## config.mk

```make
export PLATFORM = sky130hd
export DESIGN_NAME = tof_readout
export DESIGN_NICKNAME = d
export VERILOG_FILES = /design/src/tof_pkg.sv /design/src/conv_if.sv /design/src/pixel_conv.sv /design/src/mod_gen.sv /design/src/tof_readout.sv
export SDC_FILE = /design/constraint.sdc
export NUM_CORES = 1
export LEC_CHECK = 0
export BUFFER_PORTS_ARGS = -buffer_cell sky130_fd_sc_hd__buf_2
export CORE_ASPECT_RATIO = 1.25
export CORE_MARGIN = 2
export CORE_UTILIZATION = 45
export CTS_CLUSTER_DIAMETER = 30
export DETAILED_ROUTE_END_ITERATION = 10
export GPL_TIMING_DRIVEN = 0
export PLACE_DENSITY = 0.69
export SYNTH_ARGS = -nofsm -noshare
export SYNTH_HDL_FRONTEND = slang
export SYNTH_SLANG_ARGS = --single-unit
```

## constraint.sdc

```tcl
create_clock -name clk_sys_i -period 4.8 [get_ports clk_sys_i]
set_clock_uncertainty 0.05 [all_clocks]
set_input_delay 0.72 -clock clk_sys_i [delete_from_list [all_inputs] [get_ports clk_sys_i]]
set_output_delay 0.72 -clock clk_sys_i [all_outputs]
set_load 0.01 [all_outputs]
```

## src/tof_pkg.sv

```systemverilog
package tof_pkg;
   localparam int ADDR_W   = 8;
   localparam int DATA_W   = 32;
   localparam int GATE_W   = 13;
   localparam int SAMPLE_W = 12;
   localparam int DIFF_W   = 14;
   localparam int WORD_W   = 16;
   localparam int STEP_W   = 6;
   localparam int INT_W    = 16;
   localparam int DIV_W    = 8;
   localparam int CNT_W    = 8;

   localparam logic [ADDR_W-1:0] REG_CTRL   = 8'h00;
   localparam logic [ADDR_W-1:0] REG_DLL    = 8'h04;
   localparam logic [ADDR_W-1:0] REG_INTLEN = 8'h08;
   localparam logic [ADDR_W-1:0] REG_MODDIV = 8'h0c;
   localparam logic [ADDR_W-1:0] REG_STATUS = 8'h10;
   localparam logic [ADDR_W-1:0] REG_CALIB  = 8'h14;

   localparam int CTRL_START   = 0;
   localparam int CTRL_BIN     = 1;
   localparam int CTRL_POL     = 2;
   localparam int CTRL_DLL_EN  = 3;
   localparam int CTRL_EXT_MOD = 6;
   localparam int STAT_BUSY    = 0;
   localparam int STAT_INTEG   = 1;
   localparam int STAT_FRAMES  = 8;

   localparam logic [STEP_W-1:0] DLL_RST    = 6'h00;
   localparam logic [INT_W-1:0]  INTLEN_RST = 16'h0064;
   localparam logic [DIV_W-1:0]  MODDIV_RST = 8'h00;
   localparam int                DLL_STEP_PS = 2000;

   localparam logic [2:0] FULL_LAST_PAIR = 3'h3;
   localparam logic [2:0] BIN_LAST_PAIR  = 3'h1;
   localparam logic [2:0] FULL_LAST_COL  = 3'h7;
   localparam logic [2:0] BIN_LAST_COL   = 3'h3;

   localparam logic signed [DIFF_W-1:0] DIFF_MAX = 14'h07ff;
   localparam logic signed [DIFF_W-1:0] DIFF_MIN = 14'h3800;
   localparam logic [SAMPLE_W-1:0] SAMPLE_MAX = 12'h7ff;
   localparam logic [SAMPLE_W-1:0] SAMPLE_MIN = 12'h800;

   localparam int FULL_SAT = 15;
   localparam int FULL_OVF = 14;
   localparam int FULL_UNF = 13;
   localparam int BIN_SAT  = 12;
   localparam int BIN_OVF  = 14;
   localparam int BIN_UNF  = 13;

   typedef enum logic [2:0] {
      ST_IDLE, ST_INTEG, ST_ADDR, ST_UP, ST_LO
   } seq_state_t;
endpackage : tof_pkg

```

## src/conv_if.sv

```systemverilog
`timescale 1ns/1ns
interface conv_if;
   logic [tof_pkg::GATE_W-1:0]   first_val;
   logic [tof_pkg::GATE_W-1:0]   second_val;
   logic                         sat_in;
   logic [tof_pkg::SAMPLE_W-1:0] sample;
   logic                         sat;
   logic                         ovf;
   logic                         unf;

   modport conv (
      input  first_val, second_val, sat_in,
      output sample, sat, ovf, unf
   );
   modport user (
      output first_val, second_val, sat_in,
      input  sample, sat, ovf, unf
   );
endinterface : conv_if

```

## src/pixel_conv.sv

```systemverilog
`timescale 1ns/1ns
module pixel_conv (
   conv_if.conv c
);
   logic signed [tof_pkg::DIFF_W-1:0] diff;

   always_comb begin
      diff = $signed({1'b0, c.first_val}) - $signed({1'b0, c.second_val});
      c.sat = c.sat_in;
      c.ovf = 1'b0;
      c.unf = 1'b0;
      c.sample = diff[tof_pkg::SAMPLE_W-1:0];
      if (diff >= tof_pkg::DIFF_MAX) begin
         c.sample = tof_pkg::SAMPLE_MAX;
         c.ovf    = 1'b1;
      end else if (diff <= tof_pkg::DIFF_MIN) begin
         c.sample = tof_pkg::SAMPLE_MIN;
         c.unf    = 1'b1;
      end
   end
endmodule : pixel_conv

```

## src/mod_gen.sv

```systemverilog
`timescale 1ns/1ns
module mod_gen #(
   parameter int DIV_W  = tof_pkg::DIV_W,
   parameter int STEP_W = tof_pkg::STEP_W
) (
   input  wire logic              clk_sys_i,
   input  wire logic              rst_n_i,
   input  wire logic              run_i,
   input  wire logic              ext_sel_i,
   input  wire logic              ext_mod_i,
   input  wire logic              pol_i,
   input  wire logic              dll_en_i,
   input  wire logic [DIV_W-1:0]  div_i,
   input  wire logic [STEP_W-1:0] steps_i,
   output logic                   light_o,
   output logic                   demod_first_o,
   output logic                   demod_second_o,
   output logic [STEP_W-1:0]      tap_o
);
   typedef struct packed {
      logic              sync1;
      logic              sync2;
      logic              phase;
      logic [DIV_W-1:0]  cnt;
      logic              light;
      logic              dm1;
      logic              dm2;
      logic [STEP_W-1:0] tap;
   } mod_state_t;

   mod_state_t s;
   mod_state_t next_s;

   always_comb begin
      logic src;
      src = 1'b0;
      next_s = s;
      next_s.sync1 = ext_mod_i;
      next_s.sync2 = s.sync1;
      if (!run_i) begin
         next_s.cnt   = '0;
         next_s.phase = 1'b0;
      end else if (s.cnt == div_i) begin
         next_s.cnt   = '0;
         next_s.phase = ~s.phase;
      end else begin
         next_s.cnt = s.cnt + 1'b1;
      end
      src = ext_sel_i ? s.sync2 : s.phase;
      next_s.light = (run_i & src) ^ pol_i;
      next_s.dm1 = run_i & src;
      next_s.dm2 = run_i & ~src;
      next_s.tap = dll_en_i ? steps_i : '0;
   end

   always_ff @(posedge clk_sys_i or negedge rst_n_i) begin
      if (!rst_n_i) begin
         s <= '0;
      end else begin
         s <= next_s;
      end
   end

   assign light_o        = s.light;
   assign demod_first_o  = s.dm1;
   assign demod_second_o = s.dm2;
   assign tap_o          = s.tap;
endmodule : mod_gen

```

## src/tof_readout.sv

```systemverilog
`timescale 1ns/1ns
// Overview of operation
// - open-drain light output toggles at modulation rate during integration only
// - push-pull output low whenever open-drain output is off
// - enabled delay line shifts light modulation by programmed steps
// - readable calibration value gives exact delay step time
// - pixels grouped by four and binned by selected mode
// - each measurement is integration then readout with conversion
// - two complementary demodulation drives steer charge during integration
// - first gate minus second gate converts to 12-bit sample and flag
// - converted sample is signed
// - field is 8 by 8, or 4 by 4 when binned
// - binned modes merge each 2x2 group into one pixel
// - rows read in pairs, upper and lower, from centre outward
// - columns read left to right within a row
// - saturation flag travels with its sample, any contributor counts
// - flags embedded in output word, sat bit placement depends on mode, ovf and unf bits fixed
// - converter limit flags raised at top or bottom limit
// - external modulation input used when its select bit is one
// - internal modulation is a 50 percent square wave
// - polarity setting inverts both light outputs together
module tof_readout #(
   parameter logic [31:0] CALIB_VALUE = 32'h0000_0040
) (
   input  wire logic                          clk_sys_i,
   input  wire logic                          rst_n_i,
   input  wire logic [tof_pkg::ADDR_W-1:0]    addr_i,
   input  wire logic [tof_pkg::DATA_W-1:0]    wdata_i,
   input  wire logic                          wr_i,
   input  wire logic                          rd_i,
   output logic [tof_pkg::DATA_W-1:0]         rdata_o,
   input  wire logic                          external_modulation_input_i,
   output logic                               open_drain_light_out_o,
   output logic                               open_drain_light_out_oe_o,
   output logic                               push_pull_light_out_o,
   output logic                               demod_first_o,
   output logic                               demod_second_o,
   output logic [tof_pkg::STEP_W-1:0]         delay_tap_o,
   output logic                               integrating_o,
   output logic                               binned_o,
   output logic [2:0]                         row_upper_o,
   output logic [2:0]                         row_lower_o,
   output logic [2:0]                         col_sel_o,
   input  wire logic [tof_pkg::GATE_W-1:0]    gate_first_upper_i,
   input  wire logic [tof_pkg::GATE_W-1:0]    gate_second_upper_i,
   input  wire logic [tof_pkg::GATE_W-1:0]    gate_first_lower_i,
   input  wire logic [tof_pkg::GATE_W-1:0]    gate_second_lower_i,
   input  wire logic                          sat_upper_i,
   input  wire logic                          sat_lower_i,
   output logic                               sample_valid_o,
   output logic [tof_pkg::WORD_W-1:0]         sample_word_o,
   output logic [2:0]                         sample_row_o,
   output logic [2:0]                         sample_col_o
);
   typedef struct packed {
      tof_pkg::seq_state_t            st;
      logic                           bin;
      logic                           pol;
      logic                           dll_en;
      logic                           ext_sel;
      logic [tof_pkg::STEP_W-1:0]     steps;
      logic [tof_pkg::INT_W-1:0]      int_len;
      logic [tof_pkg::DIV_W-1:0]      mod_div;
      logic [tof_pkg::INT_W-1:0]      cnt;
      logic [2:0]                     pair;
      logic [2:0]                     col;
      logic [2:0]                     row_up;
      logic [2:0]                     row_lo;
      logic [tof_pkg::DATA_W-1:0]     rdata;
      logic [tof_pkg::WORD_W-1:0]     word;
      logic                           valid;
      logic [2:0]                     smp_row;
      logic [2:0]                     smp_col;
      logic [tof_pkg::CNT_W-1:0]      frames;
   } top_state_t;

   top_state_t s;
   top_state_t next_s;
   conv_if     cv ();
   logic       light;
   logic       run;

   // flag placement differs so a binned word keeps its sat bit nearer data
   function automatic logic [tof_pkg::WORD_W-1:0] pack_word(
      input logic                          bin,
      input logic [tof_pkg::SAMPLE_W-1:0]  smp,
      input logic                          sat,
      input logic                          ovf,
      input logic                          unf
   );
      logic [tof_pkg::WORD_W-1:0] w;
      w = '0;
      w[tof_pkg::SAMPLE_W-1:0] = smp;
      if (bin) begin
         w[tof_pkg::BIN_SAT] = sat;
         w[tof_pkg::BIN_OVF] = ovf;
         w[tof_pkg::BIN_UNF] = unf;
      end else begin
         w[tof_pkg::FULL_SAT] = sat;
         w[tof_pkg::FULL_OVF] = ovf;
         w[tof_pkg::FULL_UNF] = unf;
      end
      return w;
   endfunction : pack_word

   function automatic logic [2:0] last_pair(input logic bin);
      return bin ? tof_pkg::BIN_LAST_PAIR : tof_pkg::FULL_LAST_PAIR;
   endfunction : last_pair

   function automatic logic [2:0] last_col(input logic bin);
      return bin ? tof_pkg::BIN_LAST_COL : tof_pkg::FULL_LAST_COL;
   endfunction : last_col

   assign run = (s.st == tof_pkg::ST_INTEG);

   mod_gen #(
      .DIV_W  (tof_pkg::DIV_W),
      .STEP_W (tof_pkg::STEP_W)
   ) u_mod (
      .clk_sys_i      (clk_sys_i),
      .rst_n_i        (rst_n_i),
      .run_i          (run),
      .ext_sel_i      (s.ext_sel),
      .ext_mod_i      (external_modulation_input_i),
      .pol_i          (s.pol),
      .dll_en_i       (s.dll_en),
      .div_i          (s.mod_div),
      .steps_i        (s.steps),
      .light_o        (light),
      .demod_first_o  (demod_first_o),
      .demod_second_o (demod_second_o),
      .tap_o          (delay_tap_o)
   );

   pixel_conv u_conv (
      .c (cv.conv)
   );

   // upper row converts first, lower row shares the same column slot
   always_comb begin
      cv.first_val  = gate_first_upper_i;
      cv.second_val = gate_second_upper_i;
      cv.sat_in     = sat_upper_i;
      if (s.st == tof_pkg::ST_LO) begin
         cv.first_val  = gate_first_lower_i;
         cv.second_val = gate_second_lower_i;
         cv.sat_in     = sat_lower_i;
      end
   end

   always_comb begin
      next_s = s;
      next_s.valid = 1'b0;
      next_s.rdata = '0;

      if (wr_i) begin
         case (addr_i)
            tof_pkg::REG_CTRL: begin
               next_s.bin     = wdata_i[tof_pkg::CTRL_BIN];
               next_s.pol     = wdata_i[tof_pkg::CTRL_POL];
               next_s.dll_en  = wdata_i[tof_pkg::CTRL_DLL_EN];
               next_s.ext_sel = wdata_i[tof_pkg::CTRL_EXT_MOD];
            end
            tof_pkg::REG_DLL:
               next_s.steps = wdata_i[tof_pkg::STEP_W-1:0];
            tof_pkg::REG_INTLEN:
               next_s.int_len = wdata_i[tof_pkg::INT_W-1:0];
            tof_pkg::REG_MODDIV:
               next_s.mod_div = wdata_i[tof_pkg::DIV_W-1:0];
            default: begin
            end
         endcase
      end

      if (rd_i) begin
         case (addr_i)
            tof_pkg::REG_CTRL: begin
               next_s.rdata[tof_pkg::CTRL_BIN]     = s.bin;
               next_s.rdata[tof_pkg::CTRL_POL]     = s.pol;
               next_s.rdata[tof_pkg::CTRL_DLL_EN]  = s.dll_en;
               next_s.rdata[tof_pkg::CTRL_EXT_MOD] = s.ext_sel;
            end
            tof_pkg::REG_DLL:
               next_s.rdata[tof_pkg::STEP_W-1:0] = s.steps;
            tof_pkg::REG_INTLEN:
               next_s.rdata[tof_pkg::INT_W-1:0] = s.int_len;
            tof_pkg::REG_MODDIV:
               next_s.rdata[tof_pkg::DIV_W-1:0] = s.mod_div;
            tof_pkg::REG_STATUS: begin
               next_s.rdata[tof_pkg::STAT_BUSY]  = s.st != tof_pkg::ST_IDLE;
               next_s.rdata[tof_pkg::STAT_INTEG] = run;
               next_s.rdata[tof_pkg::STAT_FRAMES +: tof_pkg::CNT_W] =
                  s.frames;
            end
            tof_pkg::REG_CALIB:
               next_s.rdata = CALIB_VALUE;
            default:
               next_s.rdata = '0;
         endcase
      end

      case (s.st)
         tof_pkg::ST_IDLE: begin
            if (wr_i && addr_i == tof_pkg::REG_CTRL &&
                wdata_i[tof_pkg::CTRL_START]) begin
               next_s.st   = tof_pkg::ST_INTEG;
               next_s.cnt  = s.int_len;
               next_s.pair = '0;
               next_s.col  = '0;
            end
         end
         tof_pkg::ST_INTEG: begin
            if (s.cnt == '0) begin
               next_s.st = tof_pkg::ST_ADDR;
            end else begin
               next_s.cnt = s.cnt - 1'b1;
            end
         end
         tof_pkg::ST_ADDR: begin
            next_s.row_up = last_pair(s.bin) - s.pair;
            next_s.row_lo = last_pair(s.bin) + 3'h1 + s.pair;
            next_s.st     = tof_pkg::ST_UP;
         end
         tof_pkg::ST_UP: begin
            next_s.word    = pack_word(s.bin, cv.sample, cv.sat,
                                       cv.ovf, cv.unf);
            next_s.valid   = 1'b1;
            next_s.smp_row = s.row_up;
            next_s.smp_col = s.col;
            next_s.st      = tof_pkg::ST_LO;
         end
         tof_pkg::ST_LO: begin
            next_s.word    = pack_word(s.bin, cv.sample, cv.sat,
                                       cv.ovf, cv.unf);
            next_s.valid   = 1'b1;
            next_s.smp_row = s.row_lo;
            next_s.smp_col = s.col;
            next_s.st      = tof_pkg::ST_ADDR;
            if (s.col == last_col(s.bin)) begin
               next_s.col = '0;
               if (s.pair == last_pair(s.bin)) begin
                  next_s.pair   = '0;
                  next_s.frames = s.frames + 1'b1;
                  next_s.st     = tof_pkg::ST_IDLE;
               end else begin
                  next_s.pair = s.pair + 3'h1;
               end
            end else begin
               next_s.col = s.col + 3'h1;
            end
         end
         default:
            next_s.st = tof_pkg::ST_IDLE;
      endcase
   end

   always_ff @(posedge clk_sys_i or negedge rst_n_i) begin
      if (!rst_n_i) begin
         s         <= '0;
         s.st      <= tof_pkg::ST_IDLE;
         s.steps   <= tof_pkg::DLL_RST;
         s.int_len <= tof_pkg::INTLEN_RST;
         s.mod_div <= tof_pkg::MODDIV_RST;
      end else begin
         s <= next_s;
      end
   end

   assign rdata_o = s.rdata;
   // open drain pulls when light on
   assign open_drain_light_out_o    = 1'b0;
   assign open_drain_light_out_oe_o = light;
   assign push_pull_light_out_o     = light;
   assign integrating_o  = run;
   assign binned_o       = s.bin;
   assign row_upper_o    = s.row_up;
   assign row_lower_o    = s.row_lo;
   assign col_sel_o      = s.col;
   assign sample_valid_o = s.valid;
   assign sample_word_o  = s.word;
   assign sample_row_o   = s.smp_row;
   assign sample_col_o   = s.smp_col;
endmodule : tof_readout

```

Word level (Yosys, flattened, before mapping)

Index checks and enable logic that the tools add are counted.

Register bits: 148
Bits of input ports: 99
Output and inout port bits: 77

Add/sub/neg operators: 9
Order comparisons: 2
Eq/ne operators: 17
Multiplexer cells: 38
Bitwise operators: 5
Reductions and logical operators: 18

Operators by type and width:

| kind                                                                                   | number |
|---|---|
| 23-bit case mux with 2 select lines                                                    | 1 |
| 16-bit 2-to-1 mux                                                                      | 2 |
| 16-bit case mux with 2 select lines                                                    | 1 |
| 13-bit 2-to-1 mux                                                                      | 2 |
| 12-bit 2-to-1 mux                                                                      | 2 |
| 22-bit 2-to-1 mux                                                                      | 1 |
| 3-bit 2-to-1 mux                                                                       | 6 |
| 8-bit by 1-bit adder with 8-bit output (second input constant)                         | 2 |
| 8-bit by 4-bit equality test with 1-bit output (second input constant)                 | 2 |
| 8-bit by 5-bit equality test with 1-bit output (second input constant)                 | 2 |
| 16-bit logical NOT                                                                     | 1 |
| 8-bit case mux with 2 select lines                                                     | 1 |
| 16-bit by 1-bit subtractor with 16-bit output (second input constant)                  | 1 |
| 3-bit case mux with 5 select lines                                                     | 1 |
| 14-bit by 12-bit greater-or-equal comparator with 1-bit output (second input constant) | 1 |
| 14-bit by 12-bit <= comparator with 1-bit output (second input constant)               | 1 |
| 13-bit by 13-bit subtractor with 14-bit output                                         | 1 |
| 6-bit case mux with 2 select lines                                                     | 1 |
| 2-bit AND reduction                                                                    | 6 |
| 3-bit by 1-bit adder with 3-bit output (second input constant)                         | 3 |
| 9-bit 2-to-1 mux                                                                       | 1 |
| 3-bit AND reduction                                                                    | 3 |
| 8-bit by 3-bit equality test with 1-bit output (second input constant)                 | 1 |
| 8-bit equality test                                                                    | 1 |
| 26 further kinds                                                                       | 45 |

Depth between registers and ports, before layout

Gate-level depths: netlist of run 1.

Depth after elaboration: 7
Depth in mapped cells: 17
Gate-level depth less buffers: 13

Modules after synthesis

From an unflattened synthesis of run 1, not the netlist that was laid out.

Cells, all modules: 844
Area total of the unflattened synthesis: 7851.3 µm²

By module, submodules not included:

| module      | times used | cells an instance | area an instance (µm²) | sequential area each (µm²) |
|---|---|---|---|---|
| tof_readout | 1          | 643               | 6147.1                 | 2806.4 |
| mod_gen     | 1          | 73                | 857.1                  | 500.5 |
| pixel_conv  | 1          | 128               | 847.1                  | 0.0 |

Worst setup path after synthesis of run 1

OpenSTA, ideal clock, no wires.

Path kind: register to register
Start point: reg s[125] (netlist bit)
End point: reg s, in the netlist sample_word_o[10]
Setup time: 141 ps
Data arrival time: 3515 ps
Required time: 4609 ps
Setup slack: 1094 ps
Stages on the path, launching flop included: 15
Cell sequence: dfrtp_1 -> nand2b_1 -> nor2_1 -> clkbuf_1 -> mux2i_1 -> ha_1 -> fa_1 -> nand2b_1 -> a211oi_1 -> nor2_1 -> o221ai_1 -> o21ai_0 -> a21oi_1 -> clkbuf_1 -> a31oi_1

Cells in the longest elaborated chain, start to end: 7
Elaborated cells on any way between the ends: 11
Those cells by class: add/sub (1); order compare (2); eq/ne (2); mux (5); reduce/logical (1)

RTL lines:

| what                                             | RTL line                               | source |
|---|---|---|
| start, declared                                  | tof_readout.sv:77                      | `top_state_t s;` |
| start signal, assigned                           | tof_readout.sv:265                     | `s <= next_s;` |
| 3-bit equality test                              | tof_readout.sv:144, tof_readout.sv:202 |  |
| 13-bit 2-to-1 mux                                | tof_readout.sv:144                     | `if (s.st == tof_pkg::ST_LO) begin` |
| 13-bit by 13-bit subtractor with 14-bit output   | pixel_conv.sv:8                        | `diff = $signed({1'b0, c.first_val}) - $signed({1'b0, c.second_val});` |
| 14-bit by 12-bit <= comparator with 1-bit output | pixel_conv.sv:16                       | `end else if (diff <= tof_pkg::DIFF_MIN) begin` |
| 12-bit 2-to-1 mux                                | pixel_conv.sv:16                       |  |
| 12-bit 2-to-1 mux                                | pixel_conv.sv:13                       | `if (diff >= tof_pkg::DIFF_MAX) begin` |
| 23-bit case mux with 2 select lines              | tof_readout.sv:202                     | `case (s.st)` |

Parallel ways exist; a longest one is shown, timed or not. The select of a mux whose other input is x is not followed.
A chain may end at the register's enable or synchronous reset.

Final worst setup path of run 1

Start point: reg s[126] (netlist bit)
End point: reg s, in the netlist sample_word_o[13]

Cells in the longest elaborated chain, start to end: 7
Elaborated cells on any way between the ends: 11
Those cells by class: add/sub (1); order compare (2); eq/ne (2); mux (5); reduce/logical (1)

RTL lines:

| what                                             | RTL line |
|---|---|
| 3-bit equality test                              | tof_readout.sv:144, tof_readout.sv:202 |
| 13-bit 2-to-1 mux                                | tof_readout.sv:144 |
| 13-bit by 13-bit subtractor with 14-bit output   | pixel_conv.sv:8 |
| 14-bit by 12-bit <= comparator with 1-bit output | pixel_conv.sv:16 |
| 1-bit 2-to-1 mux                                 | pixel_conv.sv:16 |
| 1-bit 2-to-1 mux                                 | pixel_conv.sv:13 |
| 23-bit case mux with 2 select lines              | tof_readout.sv:202 |

Parallel ways exist; a longest one is shown, timed or not. The select of a mux whose other input is x is not followed.

==> results of run 1 <==
## placed cells by master, fill, tap and decap left out, types with 4 or more instances in the layout
master      synthesis  final
and3_1             12     12
buf_2               5    146
dfrtp_1           129    129
nand3_1            17     17
inv_1              13     13
o211ai_1            4      4
nor3_1              8      8
xnor2_1            20     20
conb_1              1     17
a31oi_1            15     15
buf_4              71     71
o21ai_0            35     34
o22ai_1             5      5
a22oi_1            18     18
a211oi_1            4      4
mux2i_1            16     16
a21o_1              6      6
and2_1              9      9
nand2b_1            8      8
nor2b_1            13     13
clkinvlp_4          0      5
nand4_1             4      4
clkbuf_1           26     24
o21ai_1             6      7
a22o_1              4      4
or2_2               4      4
or3_1               5      5
ha_1               20     20
nor4_1              4      4
xor2_1             16     16
mux2_2             39     39
nand2_1            99     99
a21oi_1            33     33
clkbuf_16           0     17
nor2_1             61     60
## power groups by stage
stage | Combinational, µW | Clock (µW) | Sequential [µW]
6_report | 427 | 1240 | 1220
5_1_grt | 475 | 1310 | 1230
4_1_cts | 428 | 1250 | 1220
3_5_place_dp | 425 | 0 | 1240
3_3_place_gp | 417 | 0 | 1240
2_1_floorplan | 272 | 0 | 1230
## cell families after synthesis
kind of cell	Yosys count	share of synthesized area, %
buf+inv	118	9.563
compound gates	159	13.78
simple gates	260	16.31
xor+xnor	36	4.169
flops	132	43.73
other cells	1	0.04959
mux	58	8.819
fa+ha+maj	21	3.574
## routing by layer
metal | vias to the layer above | GRT usage, %
li1 | 3021 | -
met5 | - | 0
met3 | 36 | 4.128
met4 | 0 | 9.235
met2 | 202 | 37.67
met1 | 2913 | 24.33
## timing repair
action / 4_1_cts / 5_1_grt
cloned: 0 / 0
setup endpoints to repair: 10 / 13
hold buffers: 0 / 0
pin swaps: 0 / 0
gates resized for setup: 1 / 7
## sequential cells by signal, summed over array words and instances (netlist names)
signal                count
u_mod.demod_second_o      1
sample_row_o              3
u_mod.light_o             1
sample_col_o              3
sample_valid_o            1
row_upper_o               3
u_mod.tap_o               6
s                        63
rdata_o                  16
u_mod.s                  10
row_lower_o               3
col_sel_o                 3
u_mod.next_s              1
binned_o                  1
u_mod.demod_first_o       1
sample_word_o            16
## worst max path at each step
stage                        from                            end  slack, ns  cells after the start
2_1_floorplan  s[125]$_DFFE_PN0P_  sample_word_o[10]$_DFFE_PN0P_       1.09                     14
3_3_place_gp   s[126]$_DFFE_PN0P_   sample_word_o[6]$_DFFE_PN0P_      -0.04                     14
3_5_place_dp   s[126]$_DFFE_PN0P_   sample_word_o[3]$_DFFE_PN0P_      -0.03                     14
4_1_cts        s[126]$_DFFE_PN0P_   sample_word_o[3]$_DFFE_PN0P_       0.01                     13
5_1_grt        s[126]$_DFFE_PN0P_   sample_word_o[3]$_DFFE_PN0P_       0.07                     16
6_report       s[126]$_DFFE_PN0P_  sample_word_o[13]$_DFFE_PN0P_       0.42                     16
## cell usage after synthesis, drive strengths merged, types with 6 or more instances
cell type	n
mux2	39
nand2	100
nor2	62
nand3	17
a21oi	33
nor3	9
buf	78
nor2b	13
a22oi	18
clkbuf	26
mux2i	16
xnor2	20
inv	13
and2	11
o21ai	41
ha	20
xor2	16
a21o	6
a31oi	15
dfrtp	129
and3	12
nand2b	8
## final cells by class
type | instances | area (µm²)
fillers | 1505 | 7422
well taps | 220 | 275.3
multi-input cells | 551 | 3600
plain buffers | 104 | 674.4
repair buffers | 143 | 744.5
clock buffers | 18 | 439.2
flip-flops and latches | 132 | 3307
clock inverters | 14 | 130.1
inverters | 14 | 52.55
## metrics by stage
| stage | utilization (%) | TNS (ns) | hold WS [ns] |
|---|---|---|---|
| after floorplan | - | 0 | 0.2812 |
| after global placement | 51.72 | -0.3060 | 0.2867 |
| after detailed placement | 51.92 | -0.2136 | 0.2870 |
| after CTS | 55.36 | 0 | 0.1999 |
| after global routing | 55.41 | 0 | 0.2141 |
| final | 55.41 | 0 | 0.1901 |
==> summary.txt, run 1 <==
Power and ir drop
  – Worst ir drop on vdd: between 0.2 and 0.25 mV
  – Sw Ratio: about 28%
  – Power per cell area: 312.6 nW/µm²
  – Internal power: between 2000 and 2500 µW
  – PnR Total Power: roughly 2900 µW
  – Net Sw Power: roughly 800 µW
  – Sequential power share: 42.3%
  – Clock network fraction of total power: ~43%
  – LEAKAGE: ~0.0047 µW
  – Logic pwr share: 14.8%

Global route
  – Tot GR Track Use: about a fifth
  – Global-route wire length before repair: a little under 30 mm
  – Largest net degree at the start of global routing: approximately 80
  – Initial antenna violation count: 0
  – Vias in the first global route: ~5900
  – Overflow after GRT: 0

STA
  – Setup Viol. Count Final: 0
  – Slew @ Worst Pin: ~0.59 ns
  – FMAX: 228.2 MHz
  – Max-slew violations: 0
  – RSZ-0062 raised after global routing: false
  – Rel. slew slack: roughly 60%
  – Minimum clock period: roughly 4.4 ns
  – Period utilization: slightly above 90%
  – Worst setup margin: roughly 0.42 ns
  – Final Hold Fails: 0

Logic synthesis
  – Top_reg_cell synth: dfrtp_1
  – Cells after synthesis: roughly 790
  – Syn avg cell area: about 9.6 µm²
  – EDFF count, synth: 0
  – Seq/Total Area, Yosys: 43.73%
  – Yosys Warn Count: 0
  – Synth async-reset ratio: 100.0%
  – Area leader, netlist: dfrtp_1
  – Post-synthesis cell area: about 7600 µm²
  – Yosys top cell area share: around 43%
  – Top post-synthesis cells by area: dfrtp_1 43%, buf_4 7.0%, mux2_2 5.8%
  – Yosys reg bits: 132
  – Distinct cell type count after synthesis: 71

Placement
  – I/O Buffers: 142
  – Pre-CTS setup slack: -0.03466 ns
  – Detailed Place HPWL: 13.79 mm
  – GPL Wtd Cong: around 0.93
  – Post-place instance area: roughly 8600 µm²
  – Dpl cells: 1164

Flow run
  – Max_cap viols: 0

Setup path
  – Critical Path Sink Type: flip-flop
  – Cell family with most CP delay: buffers and inverters
  – WP buf/inv: 4
  – Worst Reg-to-Reg Cells: 16
  – Max Fanout on Critical Path: 10
  – Reg2Reg Setup Slack: approximately 0.42 ns
  – Critical path class: reg -> reg
  – Cells along the critical path: clkbuf_1 -> or2_2 -> clkbuf_1 -> clkbuf_1 -> nand2_1 -> nand2_1 -> ha_1 -> fa_1 -> nand2b_1 -> a211oi_1 -> o21ba_2 -> o221ai_1 -> nor3_1 -> clkbuf_1 -> o41ai_1 -> a22o_1
  – Slowest CP cell: fa_1
  – Critical Path RT: slightly above 5 ns
  – Worst path arrival time: ~4.6 ns
  – CP most frequent cell: clkbuf_1
  – R2r startpoint: s[126]$_DFFE_PN0P_
  – CP peak stage delay: approximately 0.41 ns
  – CP Launch Type: flip-flop
  – Reg2Reg Capture Point: sample_word_o[13]$_DFFE_PN0P_

Drt
  – Detailed Route WL: about 18 mm
  – Met2 wire len: 9.488 mm
  – DR WL/cell: 15.36 µm
  – Starting DRT DRC Count: 450
  – Top sig layer: met4
  – Met1 WL: about 7.4 mm
  – First drt pass iteration count: 5
  – WL met3: approximately 890 µm
  – Vias: 6172
  – # DRC: 0
  – Vias per cell: 5.161
  – Routed Antenna Nets: 0

Die
  – Die area: 17860 µm²
  – Initial Utilization: between 40% and 50%
  – IO Count: 176
  – Core ar.: about 17000 µm²
  – Chip Width: about 120 µm
  – Die Y-Extent: ~150 µm
  – Row cnt: 53

Layout
  – Final Instance Area: around 9200 µm²
  – N_diodes: 0
  – Share of cells above drive strength 1: 32.38%
  – Fin cells: about 1200
  – Final nets: approximately 1100
  – Area delta synth->final: 21.96%

Clocking
  – Setup Buffers After CTS: 0
  – H-tree Lvls: 4
  – CTS max path bufs: 2
  – Clk Tree Root Cell: clkbuf_16
  – TritonCTS clock tree: done
  – Total CTS buffers: 17
  – Clock slew at the register clock pins of the worst setup and hold paths: about 0.060 ns
  – Clk sinks: between 100 and 150
  – Clock Latency Late Sink: 0.43 ns

Run status
  – Status: finished, final reports clean

Worst hold path
  – Type of the worst min-delay path: in -> async
Note: power is estimated with default switching activity, not from simulation.
==> run 2: changes to the inputs <==
Settings changed: CTS_CLUSTER_SIZE set to 30, PLACE_DENSITY 0.69 to 0.68, SYNTH_HIERARCHICAL set to 1.
==> run 2 against run 1 <==
Clock power grew 13%. Sequential power about the same. Critical path depth stayed put. Maximum frequency up 1.0%. Setup slack better by 0.044 ns. First-iteration DRC count decreased by 22%. Register-to-register slack gained 0.04 ns. Non-clock buffer count is 1 lower. Utilization down 0.12 points. Routed wire length grew 4.2%. Highest routed layer unchanged.
==> summary.txt, run 2 <==
Logic synthesis
  – Yosys top cell area share: between 40% and 50%
  – Syn avg cell area: roughly 9.3 µm²
  – EDFF count, synth: 0
  – Cells after synthesis: approximately 840
  – Seq/Total Area, Yosys: roughly 42%
  – Top_reg_cell synth: dfrtp_1
  – Distinct cell type count after synthesis: 79
  – Yosys reg bits: around 130
  – Post-synthesis cell area: 7851 µm²
  – Most frequent cell after synthesis: nand2_1
  – Synth async-reset ratio: 100.0%
  – Area leader, netlist: dfrtp_1
  – Most frequent cells after synthesis: 175 x nand2_1, 129 x dfrtp_1, 74 x buf_4
  – Top post-synthesis cells by area: dfrtp_1 41%, nand2_1 8.4%, buf_4 7.1%
  – Yosys Warn Count: 6

Drt
  – Routed Antenna Nets: 0
  – Starting DRT DRC Count: ~350
  – Vias: about 6500
  – DR WL/cell: between 15 and 20 µm
  – Detailed Route WL: roughly 19 mm
  – Vias per cell: a little over 5
  – # DRC: 0
  – First drt pass iteration count: 7

Clocking
  – CTS resizes: 0
  – Clk sinks: 132
  – Clock slew at the register clock pins of the worst setup and hold paths: about 0.060 ns
  – Setup Buffers After CTS: 0
  – H-tree Lvls: 4
  – Clock Latency Late Sink: roughly 0.41 ns
  – CTS max path bufs: 2
  – TritonCTS clock tree: done
  – Total CTS buffers: 17
  – Clk Tree Root Cell: clkbuf_16
  – CTS Hold Bufs: 0

Die
  – Row cnt: 54
  – IO Count: 176
  – Core ar.: about 17000 µm²
  – Die area: ~19000 µm²
  – Die Y-Extent: about 150 µm
  – Chip Width: between 100 and 150 µm
  – Initial Utilization: a little under half

Global route
  – Global-route wire length before repair: between 30 and 40 mm
  – Initial antenna violation count: 0
  – Vias in the first global route: around 6300
  – Largest net degree at the start of global routing: 79
  – Overflow after GRT: 0
  – Tot GR Track Use: a little over a fifth

Setup path
  – Critical Path RT: 5.11 ns
  – Max Fanout on Critical Path: 10
  – Worst path arrival time: 4.64 ns
  – Reg2Reg Capture Point: sample_word_o[10]$_DFFE_PN0P_
  – Reg2Reg Setup Slack: roughly 0.46 ns
  – CP Launch Type: flip-flop
  – Critical path class: reg -> reg
  – Worst Reg-to-Reg Cells: 16
  – Critical Path Sink Type: flip-flop
  – R2r startpoint: s[126]$_DFFE_PN0P_

Placement
  – GPL Wtd Cong: 0.8906
  – Detailed Place HPWL: 14.45 mm
  – Dpl cells: ~1200
  – I/O Buffers: 139

Layout
  – Max reg flops: 63
  – Most frequent cells in the layout: 175 x nand2_1, 145 x buf_2, 129 x dfrtp_1, 74 x buf_4, 45 x nor2_1
  – Commonest non-fill, non-tap cell in the layout: nand2_1
  – Largest register by flop count: s
  – Final nets: approximately 1100
  – Fin cells: 1256
  – N_diodes: 0
  – Fillers: 1654
  – Area delta synth->final: 21.80%
  – Share of cells above drive strength 1: 31.49%

Run status
  – Status: finished, final reports clean

STA
  – FMAX: 230.5 MHz
  – WHS: 0.2214 ns
  – Max-slew violations: 0
  – Final Hold Fails: 0
  – Minimum clock period: roughly 4.3 ns
  – Slew @ Worst Pin: between 0.7 and 0.8 ns
  – Period utilization: approximately nine tenths
  – Setup TNS: 0 ns
  – RSZ-0062 raised after global routing: false
  – Setup Viol. Count Final: 0
  – Rel. slew slack: between 40% and 50%

Flow run
  – Max_cap viols: 0

Power and ir drop
  – PnR Total Power: approximately 3100 µW
  – LEAKAGE: roughly 0.0048 µW
  – Worst ir drop on vdd: ~0.24 mV
  – Power per cell area: 325.5 nW/µm²

Worst hold path
  – Type of the worst min-delay path: in -> async
-- run 2: cell count changes after synthesis, moves of 6 or more --
cell      previous run  this run
a21oi_1             33        27
a31oi_1             15         4
inv_1               13        29
mux2_2              39        33
mux2_4               0        10
mux2i_1             16         5
nand2_1             99       175
nand2b_1             8         2
nor2_1              61        45
nor3_1               8        16
o21ai_0             35        23
-- run 2: cell families (layout without fill, tap and decap cells) --
family | Yosys count | after routing | share of synthesized area (%)
DFF | 132 | 132 | 42.12
adders and majority gates | 21 | 21 | 3.442
xor gates and xnor gates | 33 | 33 | 3.681
and+or+nand+nor | 338 | 338 | 21.05
AOI/OAI and AO/OA | 134 | 134 | 11.73
muxes | 49 | 49 | 7.570
buffers and inverters | 136 | 308 | 10.36
other | 1 | 17 | 0.04776
-- run 2: worst max-delay path by stage --
| stage | start | end | slack (ns) | cells after the start |
|---|---|---|---|---|
| finish | s[126]$_DFFE_PN0P_ | sample_word_o[10]$_DFFE_PN0P_ | 0.46 | 16 |
| global route | s[127]$_DFFE_PN0P_ | sample_word_o[10]$_DFFE_PN0P_ | 0.12 | 17 |
| CTS | s[126]$_DFFE_PN0P_ | sample_word_o[10]$_DFFE_PN0P_ | 0.47 | 16 |
| detailed placement | s[127]$_DFFE_PN0P_ | sample_word_o[10]$_DFFE_PN0P_ | 0.50 | 17 |
| global placement | s[126]$_DFFE_PN0P_ | sample_word_o[10]$_DFFE_PN0P_ | 0.52 | 16 |
| floorplan | s[125]$_DFFE_PN0P_ | sample_word_o[10]$_DFFE_PN0P_ | 1.39 | 17 |
-- run 2: stage by stage --
stage / utilization, % / worst slack (ns) / area, µm²
after floorplan: - / 1.393 / 7911
after global placement: 51.38 / 0.5204 / 8887
after detailed placement: 51.58 / 0.4962 / 8921
after CTS: 55.29 / 0.4728 / 9563
after global routing: 55.29 / 0.1172 / 9563
final: 55.29 / 0.4609 / 9563
-- run 2: cell type report --
type | count | area [µm²] | share of cell area [%]
flip-flops and latches | 132 | 3307 | 34.58
well taps | 224 | 280.3 | 2.931
clock inverters | 12 | 175.2 | 1.832
plain buffers | 106 | 700.7 | 7.327
inverters | 30 | 112.6 | 1.178
repair buffers | 140 | 729.5 | 7.628
multi-input cells | 592 | 3791 | 39.64
clock buffers | 20 | 466.7 | 4.880
-- run 2: worst max-delay path: stages, from the launching register on --
cell	delay, ns
dfrtp_1	0.50
nor3b_4	0.47
clkbuf_1	0.50
nand2_1	0.10
nand2_1	0.15
inv_1	0.07
ha_1	0.28
nor2b_1	0.13
o2111ai_1	0.41
a21oi_1	0.20
o41ai_2	0.46
xor2_1	0.15
nor2_1	0.26
nor2_4	0.10
o31ai_1	0.26
nand2_1	0.10
nand2_1	0.08
-- run 2: power breakdown --
part / internal, µW / leakage (µW) / switching (µW)
Combinational: 204 / 0.00280 / 258
Sequential: 1180 / 0.00168 / 65.7
Clock: 911 / 0.000309 / 493
Total: 2300 / 0.00479 / 817
-- run 2: metal layers --
metal,global-route usage (%),share of wire (%),vias to the layer above
met3,3.518,3.6,36
met4,10.11,3.2,0
met1,26.93,44,3065
met2,37.07,50,171
met5,0,0,-
li1,-,-,3182
==> run 3: changes to the inputs <==
Settings changed: BUFFER_PORTS_ARGS -buffer_cell sky130_fd_sc_hd__buf_2 to -buffer_cell sky130_fd_sc_hd__buf_4.
==> run 3 against run 2 <==
First-iteration DRC count rose by 52%. Critical path depth did not move. Largest cell class unchanged. Worst hold slack got worse by 0.078 ns. Critical endpoint unchanged. Critical path type unchanged. Die area did not move. Count of clock-buffer cells in the layout rose by 1. Power fell by 0.78%. Non-clock buffer count did not move. Via count fell by 0.25%. Largest power group unchanged. Design area rose by 3.4%. Sequential cell count did not move. Register-to-register slack barely moved.
==> summary.txt, run 3 (same netlist as run 2, synthesis figures left out) <==
STA
  – Setup Viol. Count Final: 0
  – Rel. slew slack: roughly half
  – Setup TNS: 0 ns
  – Max-slew violations: 0
  – Minimum clock period: about 4.3 ns
  – Worst setup margin: around 0.46 ns
  – Final Hold Fails: 0
  – Period utilization: about nine tenths
  – FMAX: roughly 230 MHz
  – RSZ-0062 raised after global routing: false
  – Slew @ Worst Pin: ~0.76 ns

Clocking
  – CTS Hold Bufs: 0
  – CTS max path bufs: 2
  – Clock slew at the register clock pins of the worst setup and hold paths: 0.06 ns
  – Total CTS buffers: 17
  – Clk Tree Root Cell: clkbuf_16
  – H-tree Lvls: 4
  – Clk sinks: ~130
  – TritonCTS clock tree: done
  – CTS resizes: 0
  – Clock Latency Late Sink: 0.42 ns
  – Setup Buffers After CTS: 0

Layout
  – Final nets: about 1100
  – N_diodes: 0
  – Area delta synth->final: 25.93%
  – Most frequent cells in the layout: 212 x buf_4, 175 x nand2_1, 129 x dfrtp_1, 45 x nor2_1, 33 x mux2_2
  – Largest register by flop count: s
  – Max reg flops: 63
  – Commonest non-fill, non-tap cell in the layout: buf_4
  – Fillers: around 1600
  – Share of cells above drive strength 1: 31.40%

Setup path
  – Reg2Reg Capture Point: sample_word_o[10]$_DFFE_PN0P_
  – Worst Reg-to-Reg Cells: 16
  – Max Fanout on Critical Path: 10
  – R2r startpoint: s[126]$_DFFE_PN0P_
  – CP Launch Type: flip-flop
  – Critical Path RT: approximately 5.1 ns
  – Worst Setup EP: sample_word_o[10]$_DFFE_PN0P_
  – Critical path class: reg -> reg
  – Worst Setup SP: s[126]$_DFFE_PN0P_
  – Reg2Reg Setup Slack: 0.46 ns
  – Worst path arrival time: 4.65 ns
  – Critical Path Sink Type: flip-flop

Drt
  – Routed Antenna Nets: 0
  – # DRC: 0
  – Vias per cell: between 5 and 6
  – DR WL/cell: approximately 15 µm
  – Vias: between 6000 and 7000
  – Starting DRT DRC Count: roughly 530
  – First drt pass iteration count: 5
  – Detailed Route WL: around 19 mm

Global route
  – Global-route wire length before repair: 30.95 mm
  – Overflow after GRT: 0
  – Vias in the first global route: between 6000 and 7000
  – Largest net degree at the start of global routing: 97
  – Initial antenna violation count: 0
  – Tot GR Track Use: a little over a fifth

Die
  – Die Y-Extent: roughly 150 µm
  – Die area: roughly 19000 µm²
  – Core ar.: 17300 µm²
  – Initial Utilization: about 45%
  – IO Count: roughly 180
  – Row cnt: 54
  – Chip Width: between 100 and 150 µm

Power and ir drop
  – Worst ir drop on vdd: between 0.2 and 0.25 mV
  – Power per cell area: 312.4 nW/µm²
  – LEAKAGE: about 0.0049 µW

Worst hold path
  – Type of the worst min-delay path: in -> async

Placement
  – I/O Buffers: between 100 and 150
  – GPL Wtd Cong: 0.8588
  – Detailed Place HPWL: ~14 mm
  – Pre-CTS setup slack: 0.4665 ns

Flow run
  – Max_cap viols: 0

Run status
  – Status: finished, final reports clean
==> run 3: layout make-up <==
type | count | area [µm²] | share of cell area, %
multi-input cells | 592 | 3791 | 38.34
flip-flops and latches | 132 | 3307 | 33.45
repair buffers | 140 | 1075 | 10.87
plain buffers | 106 | 700.7 | 7.087
clock buffers | 21 | 470.5 | 4.758
well taps | 224 | 280.3 | 2.835
clock inverters | 11 | 150.1 | 1.519
inverters | 30 | 112.6 | 1.139
==> run 3: layer usage <==
layer	global-route usage (%)	share of wire [%]	routed length (µm)
met3	3.481	5.3	1008
met1	26.37	42	8016
met2	35.95	48	9188
met4	12.24	4.5	856
met5	0	0	0
==> run 3: how the worst min path moves through the flow <==
stage                               start  slack (ns)                    end  depth (start not counted)
2_1_floorplan  u_mod/next_s[18]$_DFF_PN0_        0.28  u_mod/s[18]$_DFF_PN0_                          0
3_3_place_gp   u_mod/next_s[18]$_DFF_PN0_        0.28  u_mod/s[18]$_DFF_PN0_                          0
3_5_place_dp   u_mod/next_s[18]$_DFF_PN0_        0.29  u_mod/s[18]$_DFF_PN0_                          0
4_1_cts                           rst_n_i        0.15  rdata_o[11]$_DFF_PN0_                          1
5_1_grt                           rst_n_i        0.17  rdata_o[14]$_DFF_PN0_                          1
6_report                          rst_n_i        0.14  rdata_o[11]$_DFF_PN0_                          1
==> run 3: metrics by stage <==
step           hold slack, ns  util [%]  cell area [µm²]  power (µW)  std cells
5_1_grt                0.1701     57.16             9887        3224       1256
3_3_place_gp           0.2845     53.39             9235        1745       1223
2_1_floorplan          0.2812         -             7911        1566        860
6_report               0.1429     57.16             9887        3089       1256
4_1_cts                0.1520     57.16             9887        3114       1256
3_5_place_dp           0.2949     53.57             9266        1755       1224
==> run 3: power breakdown <==
group,internal [µW],total [µW],switching (µW)
sequential,1180,1250,66.7
combinational,231,491,260
clock,859,1350,491
total,2270,3090,818
==> run 3: critical path, cell delays in order, from the launching register on <==
cell and delay (ns):
dfrtp_1 0.50, nor3b_4 0.45, clkbuf_1 0.48, nand2_1 0.10, nand2_1 0.15, inv_1 0.06
ha_1 0.28, nor2b_1 0.13, o2111ai_1 0.45, a21oi_1 0.19, o41ai_2 0.48, xor2_1 0.15
nor2_1 0.27, nor2_4 0.10, o31ai_1 0.26, nand2_1 0.10, nand2_1 0.08
